<file path="config.mk">
export PLATFORM = sky130hd
export DESIGN_NAME = mfr_read_engine
export DESIGN_NICKNAME = d
export VERILOG_FILES = /design/src/logic/mfr_pkg.sv /design/src/logic/mfr_read_engine.sv
export SDC_FILE = /design/constraint.sdc
export NUM_CORES = 1
export LEC_CHECK = 0
export ABC_AREA = 0
export BUFFER_PORTS_ARGS = -buffer_cell sky130_fd_sc_hd__buf_2
export CAP_MARGIN = 20
export CORE_MARGIN = 2
export CORE_UTILIZATION = 40
export DETAILED_ROUTE_END_ITERATION = 8
export MAX_ROUTING_LAYER = met4
export PLACE_DENSITY = 0.62
export SYNTH_ARGS = -nofsm -noshare
export SYNTH_HDL_FRONTEND = slang
export SYNTH_SLANG_ARGS = --single-unit
export TNS_END_PERCENT = 5
</file>
<file path="constraint.sdc">
create_clock -name pclk -period 3.2 [get_ports pclk]
set_input_delay 0.16 -clock pclk [delete_from_list [all_inputs] [get_ports pclk]]
set_output_delay 0.16 -clock pclk [all_outputs]
set_load 0.005 [all_outputs]
</file>
<file path="src/logic/mfr_pkg.sv">
// Overview of operation
// - dual output read 3BH: address and dummy byte on one lane, data on two lanes
// - opcode, address, dummy bits sampled on serial clock rise; 3 or 4 address bytes
// - any start address; address advances per output byte while select stays low
// - 24-bit address by default; 32-bit in four-byte mode or four-byte opcode
// - quad output read 6BH: address and dummy byte on one lane, data on four lanes
// - quad output and quad I/O reads need quad_enable set first
// - dual I/O read BBH: address and mode byte two bits per clock, data likewise
// - mode bits 5..4 equal 10: next dual I/O read skips the opcode
// - other mode bits 5..4: next transaction starts with a full opcode
// - reset command clears continuous_read_bits
// - quad I/O read EBH: address, mode byte, four dummy clocks, data on four lanes
// - quad I/O read also has continuous mode when mode bits 5..4 equal 10
// - quad_command_mode: quad I/O dummy count from read_param_dummy_sel, set by C0H
// - quad_command_mode: mode clocks count as dummy; continuous mode still works
// - quad_command_mode: quad I/O never wraps; burst read with wrap 0CH wraps
// - standard mode: set-burst-with-wrap 77H switches wrap for later quad I/O reads
// - wrap: run to aligned section end inside page, jump to section start, repeat
// - wrap_enable_n 0 enables, 1 default; wrap_length_sel picks 8/16/32/64 bytes
// - wrap setting holds for all later standard-mode quad I/O reads until disabled by 77H
// - 0CH in quad_command_mode: fast read with wrap, length and dummy from C0H
`default_nettype none
package mfr_pkg;
	localparam logic [7:0] OP_DUAL_OUT = 8'h3B;
	localparam logic [7:0] OP_DUAL_OUT_4B = 8'h3C;
	localparam logic [7:0] OP_QUAD_OUT = 8'h6B;
	localparam logic [7:0] OP_QUAD_OUT_4B = 8'h6C;
	localparam logic [7:0] OP_DUAL_IO = 8'hBB;
	localparam logic [7:0] OP_DUAL_IO_4B = 8'hBC;
	localparam logic [7:0] OP_QUAD_IO = 8'hEB;
	localparam logic [7:0] OP_QUAD_IO_4B = 8'hEC;
	localparam logic [7:0] OP_BURST_WRAP = 8'h0C;
	localparam logic [7:0] OP_SET_WRAP = 8'h77;
	localparam logic [7:0] OP_SET_PARAM = 8'hC0;
	localparam logic [7:0] OP_RESET = 8'h99;
	localparam logic [1:0] CONT_MODE_CODE = 2'h2;
	localparam logic [5:0] ADDR_BITS_3B = 6'h18;
	localparam logic [5:0] ADDR_BITS_4B = 6'h20;
	localparam logic [5:0] SPI_DUMMY_CLKS = 6'h08;
	localparam logic [5:0] QIO_DUMMY_CLKS = 6'h04;
	localparam logic [5:0] DUAL_MODE_CLKS = 6'h04;
	localparam logic [5:0] QUAD_MODE_CLKS = 6'h02;
	localparam logic [5:0] SET_WRAP_BITS = 6'h20;
	localparam logic [5:0] PARAM_BITS = 6'h08;
	localparam logic [5:0] DUMMY_SEL0 = 6'h04;
	localparam logic [5:0] DUMMY_SEL1 = 6'h04;
	localparam logic [5:0] DUMMY_SEL2 = 6'h06;
	localparam logic [5:0] DUMMY_SEL3 = 6'h08;
	localparam logic [7:0] WRAP_MASK_8 = 8'h07;
	localparam logic [7:0] WRAP_MASK_16 = 8'h0F;
	localparam logic [7:0] WRAP_MASK_32 = 8'h1F;
	localparam logic [7:0] WRAP_MASK_64 = 8'h3F;
	localparam logic [7:0] OFF_CTRL = 8'h00;
	localparam logic [7:0] OFF_PARAM = 8'h04;
	localparam logic [7:0] OFF_WRAP = 8'h08;
	localparam logic [7:0] OFF_STATUS = 8'h0C;
	localparam logic [7:0] OFF_ADDR = 8'h10;
	localparam int CTRL_QE_BIT = 0;
	localparam int CTRL_4B_BIT = 1;
	localparam int CTRL_QCM_BIT = 2;
	localparam int PARAM_DUMMY_LSB = 4;
	localparam int PARAM_WRAP_LSB = 0;
	localparam int WRAP_EN_N_BIT = 4;
	localparam int WRAP_LEN_LSB = 5;
	localparam int STAT_CONT_BIT = 8;
	localparam int STAT_BUSY_BIT = 9;
	localparam int STAT_DATA_BIT = 10;
	localparam logic WRAP_EN_N_RESET = 1'b1;

	typedef struct packed {
		logic quad_cmd_mode;
		logic four_byte;
		logic quad_enable;
	} mfr_cfg_s;

	typedef struct packed {
		logic [1:0] dummy_sel;
		logic [1:0] wrap_sel;
	} mfr_param_s;

	typedef struct packed {
		logic [1:0] length_sel;
		logic enable_n;
	} mfr_wrap_s;

	typedef enum logic [2:0] {
		CMD_NONE = 3'h0,
		CMD_DUAL_OUT = 3'h1,
		CMD_QUAD_OUT = 3'h2,
		CMD_DUAL_IO = 3'h3,
		CMD_QUAD_IO = 3'h4,
		CMD_BURST_WRAP = 3'h5,
		CMD_SET_WRAP = 3'h6,
		CMD_SET_PARAM = 3'h7
	} mfr_cmd_e;

	typedef enum logic [6:0] {
		ST_IDLE = 7'h01,
		ST_OPCODE = 7'h02,
		ST_ADDR = 7'h04,
		ST_MODE = 7'h08,
		ST_DUMMY = 7'h10,
		ST_DATA = 7'h20,
		ST_CONFIG = 7'h40
	} mfr_state_e;
endpackage
`default_nettype wire

</file>
<file path="src/logic/mfr_read_engine.sv">
// The implementer's own choices: the APB register port and the address map.
`default_nettype none
module mfr_read_engine (
	// clock, reset, enable
	input wire logic pclk,
	input wire logic presetn,
	input wire logic clk_en,
	// apb slave
	input wire logic psel,
	input wire logic penable,
	input wire logic pwrite,
	input wire logic [7:0] paddr,
	input wire logic [31:0] pwdata,
	output var logic [31:0] prdata,
	output logic pready,
	output var logic pslverr,
	// flash link
	input wire logic serial_clock,
	input wire logic chip_select_n,
	input wire logic [3:0] quad_io_lanes_in,
	output var logic [3:0] quad_io_lanes_out,
	output var logic [3:0] quad_io_lanes_oe,
	// array read port
	output var logic [31:0] mem_addr,
	input wire logic [7:0] mem_rdata
);
	logic [2:0] sclk_sync_ff;
	logic [2:0] csn_sync_ff;
	logic [3:0] io_meta_ff;
	logic [3:0] io_sync_ff;
	logic sclk_rise;
	logic sclk_fall;
	logic cs_fall;
	logic cs_high;
	mfr_pkg::mfr_cfg_s cfg_ff;
	mfr_pkg::mfr_param_s param_ff;
	mfr_pkg::mfr_wrap_s wrap_ff;
	mfr_pkg::mfr_state_e state_ff;
	mfr_pkg::mfr_cmd_e cmd_ff;
	mfr_pkg::mfr_cmd_e dec_cmd;
	mfr_pkg::mfr_cmd_e sel_cmd;
	logic dec_4b;
	logic dec_reset;
	logic cmd_4b_ff;
	logic sel_4b;
	logic [1:0] wlog_ff;
	logic [5:0] rem_ff;
	logic [31:0] in_sr_ff;
	logic [31:0] nxt_in_sr;
	logic [31:0] addr_ff;
	logic [31:0] nxt_addr;
	logic [31:0] wmask;
	logic [7:0] mode_bits_ff;
	logic cont_ff;
	logic wrap_act_ff;
	logic [1:0] wrap_sel_ff;
	logic [7:0] out_sr_ff;
	logic [2:0] slice_ff;
	logic [1:0] pend_ff;
	logic last_clk;
	logic link_param_wr;
	logic [1:0] a_wlog;
	logic [5:0] a_mode;
	logic [5:0] a_dummy;
	logic [5:0] a_bits;
	logic [1:0] d_wlog;
	logic apb_setup;
	logic apb_wr;
	logic [31:0] nxt_prdata;
	logic nxt_pslverr;

	// sclk and select are asynchronous to pclk: only stage two onward is used
	always_ff @(posedge pclk or negedge presetn)
	begin
		if (!presetn)
		begin
			sclk_sync_ff <= 3'h0;
			csn_sync_ff <= 3'h7;
			io_meta_ff <= 4'h0;
			io_sync_ff <= 4'h0;
		end
		else if (clk_en)
		begin
			sclk_sync_ff <= {sclk_sync_ff[1:0], serial_clock};
			csn_sync_ff <= {csn_sync_ff[1:0], chip_select_n};
			io_meta_ff <= quad_io_lanes_in;
			io_sync_ff <= io_meta_ff;
		end
	end

	assign sclk_rise = sclk_sync_ff[1] & ~sclk_sync_ff[2];
	assign sclk_fall = ~sclk_sync_ff[1] & sclk_sync_ff[2];
	assign cs_fall = csn_sync_ff[2] & ~csn_sync_ff[1];
	assign cs_high = csn_sync_ff[1];

	// lanes sampled on sclk rise, msb of each group on the highest lane
	always_comb
	begin
		unique case (wlog_ff)
			2'h1: nxt_in_sr = {in_sr_ff[29:0], io_sync_ff[1:0]};
			2'h2: nxt_in_sr = {in_sr_ff[27:0], io_sync_ff};
			default: nxt_in_sr = {in_sr_ff[30:0], io_sync_ff[0]};
		endcase
	end

	always_comb
	begin
		dec_cmd = mfr_pkg::CMD_NONE;
		dec_4b = 1'b0;
		dec_reset = 1'b0;
		if (cfg_ff.quad_cmd_mode)
		begin
			unique case (nxt_in_sr[7:0])
				mfr_pkg::OP_QUAD_IO, mfr_pkg::OP_QUAD_IO_4B:
				begin
					dec_cmd = cfg_ff.quad_enable ? mfr_pkg::CMD_QUAD_IO : mfr_pkg::CMD_NONE;
					dec_4b = nxt_in_sr[7:0] == mfr_pkg::OP_QUAD_IO_4B;
				end
				mfr_pkg::OP_BURST_WRAP: dec_cmd = mfr_pkg::CMD_BURST_WRAP;
				mfr_pkg::OP_SET_PARAM: dec_cmd = mfr_pkg::CMD_SET_PARAM;
				mfr_pkg::OP_RESET: dec_reset = 1'b1;
				default: dec_cmd = mfr_pkg::CMD_NONE;
			endcase
		end
		else
		begin
			unique case (nxt_in_sr[7:0])
				mfr_pkg::OP_DUAL_OUT, mfr_pkg::OP_DUAL_OUT_4B: dec_cmd = mfr_pkg::CMD_DUAL_OUT;
				mfr_pkg::OP_QUAD_OUT, mfr_pkg::OP_QUAD_OUT_4B:
					dec_cmd = cfg_ff.quad_enable ? mfr_pkg::CMD_QUAD_OUT : mfr_pkg::CMD_NONE;
				mfr_pkg::OP_DUAL_IO, mfr_pkg::OP_DUAL_IO_4B: dec_cmd = mfr_pkg::CMD_DUAL_IO;
				mfr_pkg::OP_QUAD_IO, mfr_pkg::OP_QUAD_IO_4B:
					dec_cmd = cfg_ff.quad_enable ? mfr_pkg::CMD_QUAD_IO : mfr_pkg::CMD_NONE;
				mfr_pkg::OP_SET_WRAP: dec_cmd = mfr_pkg::CMD_SET_WRAP;
				mfr_pkg::OP_RESET: dec_reset = 1'b1;
				default: dec_cmd = mfr_pkg::CMD_NONE;
			endcase
			dec_4b = nxt_in_sr[7:0] == mfr_pkg::OP_DUAL_OUT_4B || nxt_in_sr[7:0] == mfr_pkg::OP_QUAD_OUT_4B
				|| nxt_in_sr[7:0] == mfr_pkg::OP_DUAL_IO_4B || nxt_in_sr[7:0] == mfr_pkg::OP_QUAD_IO_4B;
		end
	end

	assign sel_cmd = (state_ff == mfr_pkg::ST_OPCODE) ? dec_cmd : cmd_ff;
	assign sel_4b = (state_ff == mfr_pkg::ST_OPCODE) ? dec_4b : cmd_4b_ff;
	assign a_bits = (sel_4b || cfg_ff.four_byte) ? mfr_pkg::ADDR_BITS_4B : mfr_pkg::ADDR_BITS_3B;

	// phase shapes per command
	always_comb
	begin
		logic [5:0] dsel;
		dsel = mfr_pkg::DUMMY_SEL0;
		unique case (param_ff.dummy_sel)
			2'h1: dsel = mfr_pkg::DUMMY_SEL1;
			2'h2: dsel = mfr_pkg::DUMMY_SEL2;
			2'h3: dsel = mfr_pkg::DUMMY_SEL3;
			default: dsel = mfr_pkg::DUMMY_SEL0;
		endcase
		a_wlog = 2'h2;
		a_mode = 6'h00;
		a_dummy = 6'h00;
		d_wlog = 2'h2;
		unique case (sel_cmd)
			mfr_pkg::CMD_DUAL_OUT:
			begin
				a_wlog = 2'h0;
				a_dummy = mfr_pkg::SPI_DUMMY_CLKS;
				d_wlog = 2'h1;
			end
			mfr_pkg::CMD_QUAD_OUT:
			begin
				a_wlog = 2'h0;
				a_dummy = mfr_pkg::SPI_DUMMY_CLKS;
			end
			mfr_pkg::CMD_DUAL_IO:
			begin
				a_wlog = 2'h1;
				a_mode = mfr_pkg::DUAL_MODE_CLKS;
				d_wlog = 2'h1;
			end
			mfr_pkg::CMD_QUAD_IO:
			begin
				a_mode = mfr_pkg::QUAD_MODE_CLKS;
				if (!cfg_ff.quad_cmd_mode)
					a_dummy = mfr_pkg::QIO_DUMMY_CLKS;
				else if (dsel > mfr_pkg::QUAD_MODE_CLKS)
					a_dummy = dsel - mfr_pkg::QUAD_MODE_CLKS;
			end
			mfr_pkg::CMD_BURST_WRAP: a_dummy = dsel;
			default: a_wlog = cfg_ff.quad_cmd_mode ? 2'h2 : 2'h0;
		endcase
	end

	// wrap keeps the section base and rolls only the low address bits
	always_comb
	begin
		unique case (wrap_sel_ff)
			2'h0: wmask = {24'h000000, mfr_pkg::WRAP_MASK_8};
			2'h1: wmask = {24'h000000, mfr_pkg::WRAP_MASK_16};
			2'h2: wmask = {24'h000000, mfr_pkg::WRAP_MASK_32};
			default: wmask = {24'h000000, mfr_pkg::WRAP_MASK_64};
		endcase
		if (wrap_act_ff)
			nxt_addr = (addr_ff & ~wmask) | ((addr_ff + 32'h00000001) & wmask);
		else
			nxt_addr = addr_ff + 32'h00000001;
	end

	assign last_clk = sclk_rise && rem_ff == 6'h01;
	assign link_param_wr = last_clk && state_ff == mfr_pkg::ST_CONFIG && cmd_ff == mfr_pkg::CMD_SET_PARAM;

	// link sequencer: phases advance on sampled sclk edges
	always_ff @(posedge pclk or negedge presetn)
	begin
		if (!presetn)
		begin
			state_ff <= mfr_pkg::ST_IDLE;
			cmd_ff <= mfr_pkg::CMD_NONE;
			cmd_4b_ff <= 1'b0;
			wlog_ff <= 2'h0;
			rem_ff <= 6'h00;
			in_sr_ff <= 32'h00000000;
			addr_ff <= 32'h00000000;
			mode_bits_ff <= 8'h00;
			cont_ff <= 1'b0;
			wrap_act_ff <= 1'b0;
			wrap_sel_ff <= 2'h0;
			wrap_ff <= '{length_sel: 2'h0, enable_n: mfr_pkg::WRAP_EN_N_RESET};
			out_sr_ff <= 8'h00;
			slice_ff <= 3'h0;
			pend_ff <= 2'h0;
			quad_io_lanes_out <= 4'h0;
			quad_io_lanes_oe <= 4'h0;
		end
		else if (clk_en)
		begin
			pend_ff <= {pend_ff[0], 1'b0};
			if (pend_ff[1])
				out_sr_ff <= mem_rdata;
			if (cs_high)
			begin
				state_ff <= mfr_pkg::ST_IDLE;
				quad_io_lanes_oe <= 4'h0;
				quad_io_lanes_out <= 4'h0;
			end
			else if (cs_fall)
			begin
				in_sr_ff <= 32'h00000000;
				if (cont_ff)
				begin
					state_ff <= mfr_pkg::ST_ADDR;
					wlog_ff <= a_wlog;
					rem_ff <= a_bits >> a_wlog;
				end
				else
				begin
					state_ff <= mfr_pkg::ST_OPCODE;
					wlog_ff <= cfg_ff.quad_cmd_mode ? 2'h2 : 2'h0;
					rem_ff <= cfg_ff.quad_cmd_mode ? 6'h02 : 6'h08;
				end
			end
			else if (sclk_rise && state_ff != mfr_pkg::ST_IDLE && state_ff != mfr_pkg::ST_DATA)
			begin
				in_sr_ff <= nxt_in_sr;
				rem_ff <= rem_ff - 6'h01;
				if (last_clk)
				begin
					unique case (state_ff)
						mfr_pkg::ST_OPCODE:
						begin
							cmd_ff <= dec_cmd;
							cmd_4b_ff <= dec_4b;
							if (dec_reset)
							begin
								mode_bits_ff <= 8'h00;
								cont_ff <= 1'b0;
							end
							if (dec_cmd == mfr_pkg::CMD_SET_WRAP)
							begin
								state_ff <= mfr_pkg::ST_CONFIG;
								rem_ff <= mfr_pkg::SET_WRAP_BITS;
							end
							else if (dec_cmd == mfr_pkg::CMD_SET_PARAM)
							begin
								state_ff <= mfr_pkg::ST_CONFIG;
								rem_ff <= mfr_pkg::PARAM_BITS >> 2;
							end
							else if (dec_cmd == mfr_pkg::CMD_NONE)
								state_ff <= mfr_pkg::ST_IDLE;
							else
							begin
								state_ff <= mfr_pkg::ST_ADDR;
								wlog_ff <= a_wlog;
								rem_ff <= a_bits >> a_wlog;
							end
						end
						mfr_pkg::ST_ADDR:
						begin
							addr_ff <= a_bits == mfr_pkg::ADDR_BITS_4B ? nxt_in_sr : {8'h00, nxt_in_sr[23:0]};
							pend_ff <= 2'h1;
							// qpi quad i/o never wraps; 0CH always wraps
							wrap_act_ff <= (cmd_ff == mfr_pkg::CMD_QUAD_IO && !cfg_ff.quad_cmd_mode
								&& !wrap_ff.enable_n) || cmd_ff == mfr_pkg::CMD_BURST_WRAP;
							wrap_sel_ff <= cmd_ff == mfr_pkg::CMD_BURST_WRAP ? param_ff.wrap_sel
								: wrap_ff.length_sel;
							if (a_mode != 6'h00)
							begin
								state_ff <= mfr_pkg::ST_MODE;
								rem_ff <= a_mode;
							end
							else
							begin
								state_ff <= mfr_pkg::ST_DUMMY;
								rem_ff <= a_dummy;
							end
						end
						mfr_pkg::ST_MODE:
						begin
							mode_bits_ff <= nxt_in_sr[7:0];
							cont_ff <= nxt_in_sr[5:4] == mfr_pkg::CONT_MODE_CODE;
							if (a_dummy != 6'h00)
							begin
								state_ff <= mfr_pkg::ST_DUMMY;
								rem_ff <= a_dummy;
							end
							else
							begin
								state_ff <= mfr_pkg::ST_DATA;
								wlog_ff <= d_wlog;
								// falls per byte: four on two lanes, two on four lanes
								slice_ff <= d_wlog == 2'h1 ? 3'h4 : 3'h2;
							end
						end
						mfr_pkg::ST_DUMMY:
						begin
							state_ff <= mfr_pkg::ST_DATA;
							wlog_ff <= d_wlog;
							slice_ff <= d_wlog == 2'h1 ? 3'h4 : 3'h2;
						end
						mfr_pkg::ST_CONFIG:
						begin
							state_ff <= mfr_pkg::ST_IDLE;
							if (cmd_ff == mfr_pkg::CMD_SET_WRAP)
								wrap_ff <= nxt_in_sr[6:4];
						end
						default: state_ff <= mfr_pkg::ST_IDLE;
					endcase
				end
			end
			else if (sclk_fall && state_ff == mfr_pkg::ST_DATA)
			begin
				// msb first, lanes move on sclk fall for the host to take on rise
				quad_io_lanes_oe <= wlog_ff == 2'h1 ? 4'h3 : 4'hF;
				quad_io_lanes_out <= wlog_ff == 2'h1 ? {2'h0, out_sr_ff[7:6]} : out_sr_ff[7:4];
				out_sr_ff <= wlog_ff == 2'h1 ? {out_sr_ff[5:0], 2'h0} : {out_sr_ff[3:0], 4'h0};
				if (slice_ff == 3'h1)
				begin
					slice_ff <= wlog_ff == 2'h1 ? 3'h4 : 3'h2;
					addr_ff <= nxt_addr;
					pend_ff <= 2'h1;
				end
				else
					slice_ff <= slice_ff - 3'h1;
			end
		end
	end

	assign mem_addr = addr_ff;

	// apb: zero-wait slave, read data latched in the setup cycle
	assign pready = clk_en;
	assign apb_setup = psel && !penable;
	assign apb_wr = psel && penable && pwrite;

	always_comb
	begin
		nxt_prdata = 32'h00000000;
		nxt_pslverr = 1'b0;
		unique case (paddr)
			mfr_pkg::OFF_CTRL:
			begin
				nxt_prdata[mfr_pkg::CTRL_QE_BIT] = cfg_ff.quad_enable;
				nxt_prdata[mfr_pkg::CTRL_4B_BIT] = cfg_ff.four_byte;
				nxt_prdata[mfr_pkg::CTRL_QCM_BIT] = cfg_ff.quad_cmd_mode;
			end
			mfr_pkg::OFF_PARAM:
			begin
				nxt_prdata[mfr_pkg::PARAM_DUMMY_LSB +: 2] = param_ff.dummy_sel;
				nxt_prdata[mfr_pkg::PARAM_WRAP_LSB +: 2] = param_ff.wrap_sel;
			end
			mfr_pkg::OFF_WRAP:
			begin
				nxt_prdata[mfr_pkg::WRAP_EN_N_BIT] = wrap_ff.enable_n;
				nxt_prdata[mfr_pkg::WRAP_LEN_LSB +: 2] = wrap_ff.length_sel;
				nxt_pslverr = pwrite;
			end
			mfr_pkg::OFF_STATUS:
			begin
				nxt_prdata[7:0] = mode_bits_ff;
				nxt_prdata[mfr_pkg::STAT_CONT_BIT] = cont_ff;
				nxt_prdata[mfr_pkg::STAT_BUSY_BIT] = state_ff != mfr_pkg::ST_IDLE;
				nxt_prdata[mfr_pkg::STAT_DATA_BIT] = state_ff == mfr_pkg::ST_DATA;
				nxt_pslverr = pwrite;
			end
			mfr_pkg::OFF_ADDR:
			begin
				nxt_prdata = addr_ff;
				nxt_pslverr = pwrite;
			end
			default: nxt_pslverr = 1'b1;
		endcase
	end

	always_ff @(posedge pclk or negedge presetn)
	begin
		if (!presetn)
		begin
			prdata <= 32'h00000000;
			pslverr <= 1'b0;
		end
		else if (clk_en && apb_setup)
		begin
			prdata <= pwrite ? 32'h00000000 : nxt_prdata;
			pslverr <= nxt_pslverr;
		end
	end

	// configuration; a C0H on the link wins over a same-cycle apb write
	always_ff @(posedge pclk or negedge presetn)
	begin
		if (!presetn)
		begin
			cfg_ff <= '{quad_cmd_mode: 1'b0, four_byte: 1'b0, quad_enable: 1'b0};
			param_ff <= '{dummy_sel: 2'h0, wrap_sel: 2'h0};
		end
		else if (clk_en)
		begin
			if (apb_wr && paddr == mfr_pkg::OFF_CTRL)
			begin
				cfg_ff.quad_enable <= pwdata[mfr_pkg::CTRL_QE_BIT];
				cfg_ff.four_byte <= pwdata[mfr_pkg::CTRL_4B_BIT];
				cfg_ff.quad_cmd_mode <= pwdata[mfr_pkg::CTRL_QCM_BIT];
			end
			if (link_param_wr)
			begin
				param_ff.dummy_sel <= nxt_in_sr[mfr_pkg::PARAM_DUMMY_LSB +: 2];
				param_ff.wrap_sel <= nxt_in_sr[mfr_pkg::PARAM_WRAP_LSB +: 2];
			end
			else if (apb_wr && paddr == mfr_pkg::OFF_PARAM)
			begin
				param_ff.dummy_sel <= pwdata[mfr_pkg::PARAM_DUMMY_LSB +: 2];
				param_ff.wrap_sel <= pwdata[mfr_pkg::PARAM_WRAP_LSB +: 2];
			end
		end
	end
endmodule
`default_nettype wire

</file>
==> After elaboration in Yosys (flattened, before gate mapping) <==
Cells that the tools add are included.
W data, S select, Z words.
{ "word_totals": {"mem_count": 0, "ram_bits": 0, "output_inout_bits": 74, "romBits": 0, "ff_bits": 172, "elab_cells": 269, "latchBits": 0, "input_bits": 60} }
{ "classes": {"addsub": 4, "reduce_logical": 58, "n_mul": 0, "n_shift": 1, "order_cmp": 1, "n_eq_ne": 57, "mux": 108, "n_bitwise": 11, "div_mod_pow": 0} }
{ "ops": {"columns": ["op", "count"], "rows": [
  ["$mux W32", 8],
  ["$mux W6", 13],
  ["$and A32 B32 Y32", 2],
  ["$pmux W32 S2", 1],
  ["$mux W31", 2],
  ["$mux W8", 7],
  ["$pmux W6 S3", 3],
  ["$mux W4", 13],
  ["$eq A8 B8 Y1 const B", 6],
  ["$mux W7", 6],
  ["$mux W2", 19],
  ["$mux W3", 12],
  ["$add A32 B1 Y32 const B", 1],
  ["$not A32 Y32", 1],
  ["$or A32 B32 Y32", 1],
  ["$pmux W7 S4", 1],
  ["$reduce_and A7 Y1", 4],
  ["$eq A3 B3 Y1 const B", 8],
  ["$eq A8 B4 Y1 const B", 3],
  ["$eq A8 B7 Y1 const B", 3],
  ["$mux W21", 1],
  ["$eq A8 B6 Y1 const B", 2],
  ["$pmux W2 S4", 2],
  ["$pmux W4 S2", 2],
  ["other kinds (54)", 119]
]} }

==> Longest topological paths before layout <==
{ "logic_depth": {"depth_word": 18, "mapped_depth": 17, "mapped_depth_nobuf": 14} }

==> Worst setup path after synthesis <==
Ideal clock, no wire load.
{ "synth_path": {"kind": "register to register", "startpoint": "reg wlog_ff[0]", "endpoint": "reg rem_ff[2]", "setup_slack_ps": -253, "t_required_ps": 3133, "setup_ps": 67, "stages_incl_launch_ff": 16, "path_buffers": 2, "arrival_time_ps": 3386, "cell_sequence": "dfrtp_1 -> inv_1 -> ha_1 -> buf_2 -> a221o_1 -> and2_1 -> nor4b_2 -> a21oi_2 -> o31ai_1 -> buf_2 -> or2b_1 -> nor2_1 -> ha_1 -> mux2i_1 -> o311ai_1 -> o2111a_1"} }
{ "synth_between": {"elab_chain_len": 18, "elab_cells_between_ends": 56, "classes_between": "20 x eq/ne; 1 x shift; 22 x mux; 13 x reduce/logical"} }
{ "synth_rtl": {"columns": ["item", "line", "source"], "rows": [
  ["start, declared", "mfr_read_engine.sv:46", "logic [1:0] wlog_ff;"],
  ["start signal, assigned", "mfr_read_engine.sv:251", "wlog_ff <= a_wlog;"],
  ["start signal, assigned", "mfr_read_engine.sv:257", "wlog_ff <= cfg_ff.quad_cmd_mode ? 2'h2 : 2'h0;"],
  ["start signal, assigned", "mfr_read_engine.sv:292", "wlog_ff <= a_wlog;"],
  ["$eq A2 B2 Y1 or $eq A2 B1 Y1 (tied branches)", "mfr_read_engine.sv:99", "unique case (wlog_ff)"],
  ["$pmux W32 S2 (*)", "mfr_read_engine.sv:99", null],
  ["$eq A8 B8 Y1 (tied with other cells)", null, null],
  ["$reduce_or A2 Y1 (tied with other cells)", "mfr_read_engine.sv:113, mfr_read_engine.sv:127", null],
  ["$pmux W3 S5 (tied with other cells)", "mfr_read_engine.sv:127", "unique case (nxt_in_sr[7:0])"],
  ["$mux W3 or $logic_or A1 B1 Y1 (tied branches)", "mfr_read_engine.sv:111, mfr_read_engine.sv:139", null],
  ["$mux W3 or $mux W1 (tied branches)", null, null],
  ["$eq A3 B3 Y1 (tied with other cells)", "mfr_read_engine.sv:162", "unique case (sel_cmd)"],
  ["[2 not listed]", null, null],
  ["$shr A6 B2 Y6", "mfr_read_engine.sv:252, mfr_read_engine.sv:293", null],
  ["$mux W6", "mfr_read_engine.sv:287", "else if (dec_cmd == mfr_pkg::CMD_NONE)"],
  ["$mux W6", "mfr_read_engine.sv:282", "else if (dec_cmd == mfr_pkg::CMD_SET_PARAM)"],
  ["$mux W6", "mfr_read_engine.sv:277", "if (dec_cmd == mfr_pkg::CMD_SET_WRAP)"],
  ["$pmux W6 S3", "mfr_read_engine.sv:267", "unique case (state_ff)"],
  ["$mux W6", "mfr_read_engine.sv:265", "if (last_clk)"],
  ["$mux W6", "mfr_read_engine.sv:261", "else if (sclk_rise && state_ff != mfr_pkg::ST_IDLE && state_ff != mfr_pkg::ST_DATA)"],
  ["$mux W6 (*)", "mfr_read_engine.sv:245", "else if (cs_fall)"],
  ["end signal, assigned", "mfr_read_engine.sv:252", "rem_ff <= a_bits >> a_wlog;"],
  ["end signal, assigned", "mfr_read_engine.sv:258", "rem_ff <= cfg_ff.quad_cmd_mode ? 6'h02 : 6'h08;"],
  ["end signal, assigned", "mfr_read_engine.sv:264", "rem_ff <= rem_ff - 6'h01;"],
  ["end, declared", "mfr_read_engine.sv:47", "logic [5:0] rem_ff;"]
]} }
Mark *: on every way between the ends. The rest lies on a longest branch, timed or not. The select of a mux whose other input is x is not followed.
A chain may end at the register's enable or synchronous reset.

==> Final worst setup path <==
{ "layout_path": {"startpoint": "reg wlog_ff[1]", "endpoint": "reg rem_ff[2]"} }
Same word-level chain as after synthesis.

==> run metrics <==
Main synth FF type dfrtp_1; worst vdd ir 0.0003399 V; Synth warnings 0; CTS Root Cell clkbuf_16; H-tree levels 4; Pre-Repair DR Iteration Count 5; die area 25550 um^2; clock buffer depth 2; Inst Count DP 1565; Num CTS Buffers 17; CTS tree done; number of synthesized flops with an enable pin 0; Layout Cells excl Fill 1617; DRT Wirelength 29950 um; HP Class in2reg; post-synth top area share 42.51%; Crit Path Max Fanout 5; Diodes inserted 0; Layout area overhead 26.87%; Site Rows 57; clock power share 35.5%; Lkg Pwr 5.492 nW; Worst setup EP type register; failing checks negative setup slack; CP startpoint kind register; CP max stage delay 0.41 ns; footprint of the multi-input gates 5298 um^2; pre-CTS setup slack -0.3270 ns; largest net degree at the start of global routing 86; syn_area_per_cell 8.870 um^2; Worst Setup SP wlog_ff[1]$_DFFE_PN0P_; gp weighted congestion 0.9657; Initial Util 40.29%; Logic pwr share 23.9%; switch share 33.16%; initial DRC count 814; Ports 134; insertion delay to the later sink of the worst-skew pair 0.44 ns; Reg area 4260 um^2; DRC Markers 0; setup_tns -2.401 ns; Setup CP Type reg2reg; max-slew violations 0; syn nets 1164; Vias 9339; flops & latches, synth 170; Die X 159.8 um; WL/cell 18.52 um; Max Freq 285.8 MHz; grt total ovfl 0; initial antenna violation count 0; CP arrival 3.82 ns; Final Hold Fails 0; status finished with violations; CORE AREA 24110 um^2; hpwl dp 21770 um; Reg power frac 40.6%; Clock Sinks 170; Port Buf Inserts 106; RR Startpoint wlog_ff[1]$_DFFE_PN0P_; Int Power 3.941 mW; Netlist cell types 78; top post-synthesis cells by count dfrtp_1, nand2_1, o21ai_0; fin crit period 3.499 ns; # setup viols final 12; RSZ-0062 raised after global routing true; cell area after synthesis 9713 um^2; via/cell ratio 5.776; Slowest-stage cell, CP dfrtp_1; Pwr Density 478.5 nW/um^2; Post-synth ARST share 100.0%; Max Cap Violations 0; Max-slew headroom 40.15%; Critical Path, Cell by Cell ha_4 -> buf_12 -> a221o_1 -> buf_4 -> o2111ai_1 -> buf_4 -> nor2_1 -> a31oi_1 -> o31ai_4 -> buf_6 -> or2b_1 -> nor2_4 -> ha_4 -> mux2i_2 -> o311ai_2 -> o2111a_1; most common cell in the netlist dfrtp_1; hold_sp pwdata[4]; fill count 2312; Post-Synthesis Cells 1095; vias in the first global route 8895; Final WS setup -0.2986 ns; area leader, netlist dfrtp_1; skew final 0.01478 ns; Worst-path clk slew 0.07 ns; first-pass GRT wire length 48690 um; NetSw 1.955 mW; Final Net Count 1349; dominant cells by area after synthesis dfrtp_1, o21ai_0, nand2_1, a22o_1, nor2_1; worst-margin pin slew 0.8896 ns; Final period util 109.3%; Total GRT Usage 24.35%; Core Util, Final 51.12%; layout cells sized above 1 26.30%; Final ANT Viol Nets 0; Die Ht 159.8 um; sequential-to-total area share from yosys stat 43.86%; Worst Path Required 3.52 ns
[metal layers]
| layer | GRT usage (%) | routed length (um) | up-vias |
|---|---|---|---|
| met5 | - | 0 | - |
| met3 | 3.922 | 1696 | 26 |
| met2 | 37.84 | 13840 | 287 |
| met1 | 33.66 | 14060 | 4611 |
| li1 | - | - | 4415 |
| met4 | 5.569 | 354 | 0 |
[cells by family (layout without fill, tap and decap cells)]
logic type      after synthesis  in the layout  share of synthesized area (%)
mux                          45             45                          5.024
compound gates              387            387                          27.10
fa+ha+maj                     9              9                          1.159
buf+inv                     100            298                          4.109
flops                       170            170                          43.86
xor+xnor                      4              4                         0.3608
simple gates                380            380                          18.38
[per-stage QoR]
stage | instance area, um^2 | total power [mW] | hold slack [ns]
finish | 12320 | 5.896 | 0.02830
global route | 12320 | 6.171 | 0.04176
CTS | 12250 | 5.890 | 0.03289
detailed placement | 11290 | 3.717 | 0.2698
global placement | 11290 | 3.712 | 0.2745
floorplan | 9757 | 3.157 | -0.1356
[power by group through the flow]
stage                     clock (mW)  combinational (mW)  sequential (mW)
after floorplan                    0               0.783             2.37
after global placement             0                1.28             2.43
after detailed placement           0                1.29             2.43
after CTS                       2.14                1.36             2.39
after global routing            2.23                1.54             2.41
final                           2.09                1.41             2.39
[registers in the layout (all words and copies together), names as in the netlist, 6 cells and up, named ones only]
register / count
prdata: 32
mode_bits_ff: 8
out_sr_ff: 8
mem_addr: 29
in_sr_ff: 31
rem_ff: 6
state_ff: 7
[path summary, 6_finish.rpt]
kind	end	slack [ns]	cells past startpoint
min in group asynchronous	prdata[2]$_DFFE_PN0P_	0.34	2
hold reg to reg	prdata[8]$_DFFE_PN0P_	0.47	2
max in group asynchronous	csn_sync_ff[2]$_DFFE_PN1P_	1.93	3
setup / recovery	rem_ff[2]$_DFFE_PN0P_	-0.30	16
hold / removal	param_ff[2]$_DFFE_PN0P_	0.03	3
setup reg to reg	rem_ff[2]$_DFFE_PN0P_	-0.30	16
[layout by cell type (no fill, tap or decap), types with 25 or more instances in the layout]
cell	Yosys	final
inv_1	27	25
nand2_1	136	135
a21oi_1	74	73
a22o_1	55	55
buf_4	4	112
dfrtp_1	165	165
buf_2	7	105
a22oi_1	31	31
nor2_1	104	100
o21ai_0	109	104
[worst max-delay path: cells and delay by family (launching register included)]
family / cells / cell delay, ns
AND/OR/NAND/NOR: 3 / 0.47
buffers and inverters: 4 / 0.62
adder cells (fa/ha/maj): 2 / 0.52
flip-flops: 1 / 0.41
AO/OA/AOI/OAI: 6 / 1.14
multiplexers: 1 / 0.24
[area by class of cell]
class	instances	share of cell area [%]
repair buffers	239	13.43
flip-flops and latches	170	34.57
well taps	324	3.290
clock inverters	15	1.421
inverters	27	0.8427
clock buffers	17	3.452
multi-input cells	825	42.99
[repair_timing]
action / CTS / global route
endpoints found under the setup margin: 11 / 19
setup buffers: 8 / 0
hold endpoints to repair: 94 / 0
gates cloned: 1 / 0
pin swaps: 16 / 7
hold buffers: 12 / 0
resized for setup: 26 / 16
Power figures use the tool's default switching activity.
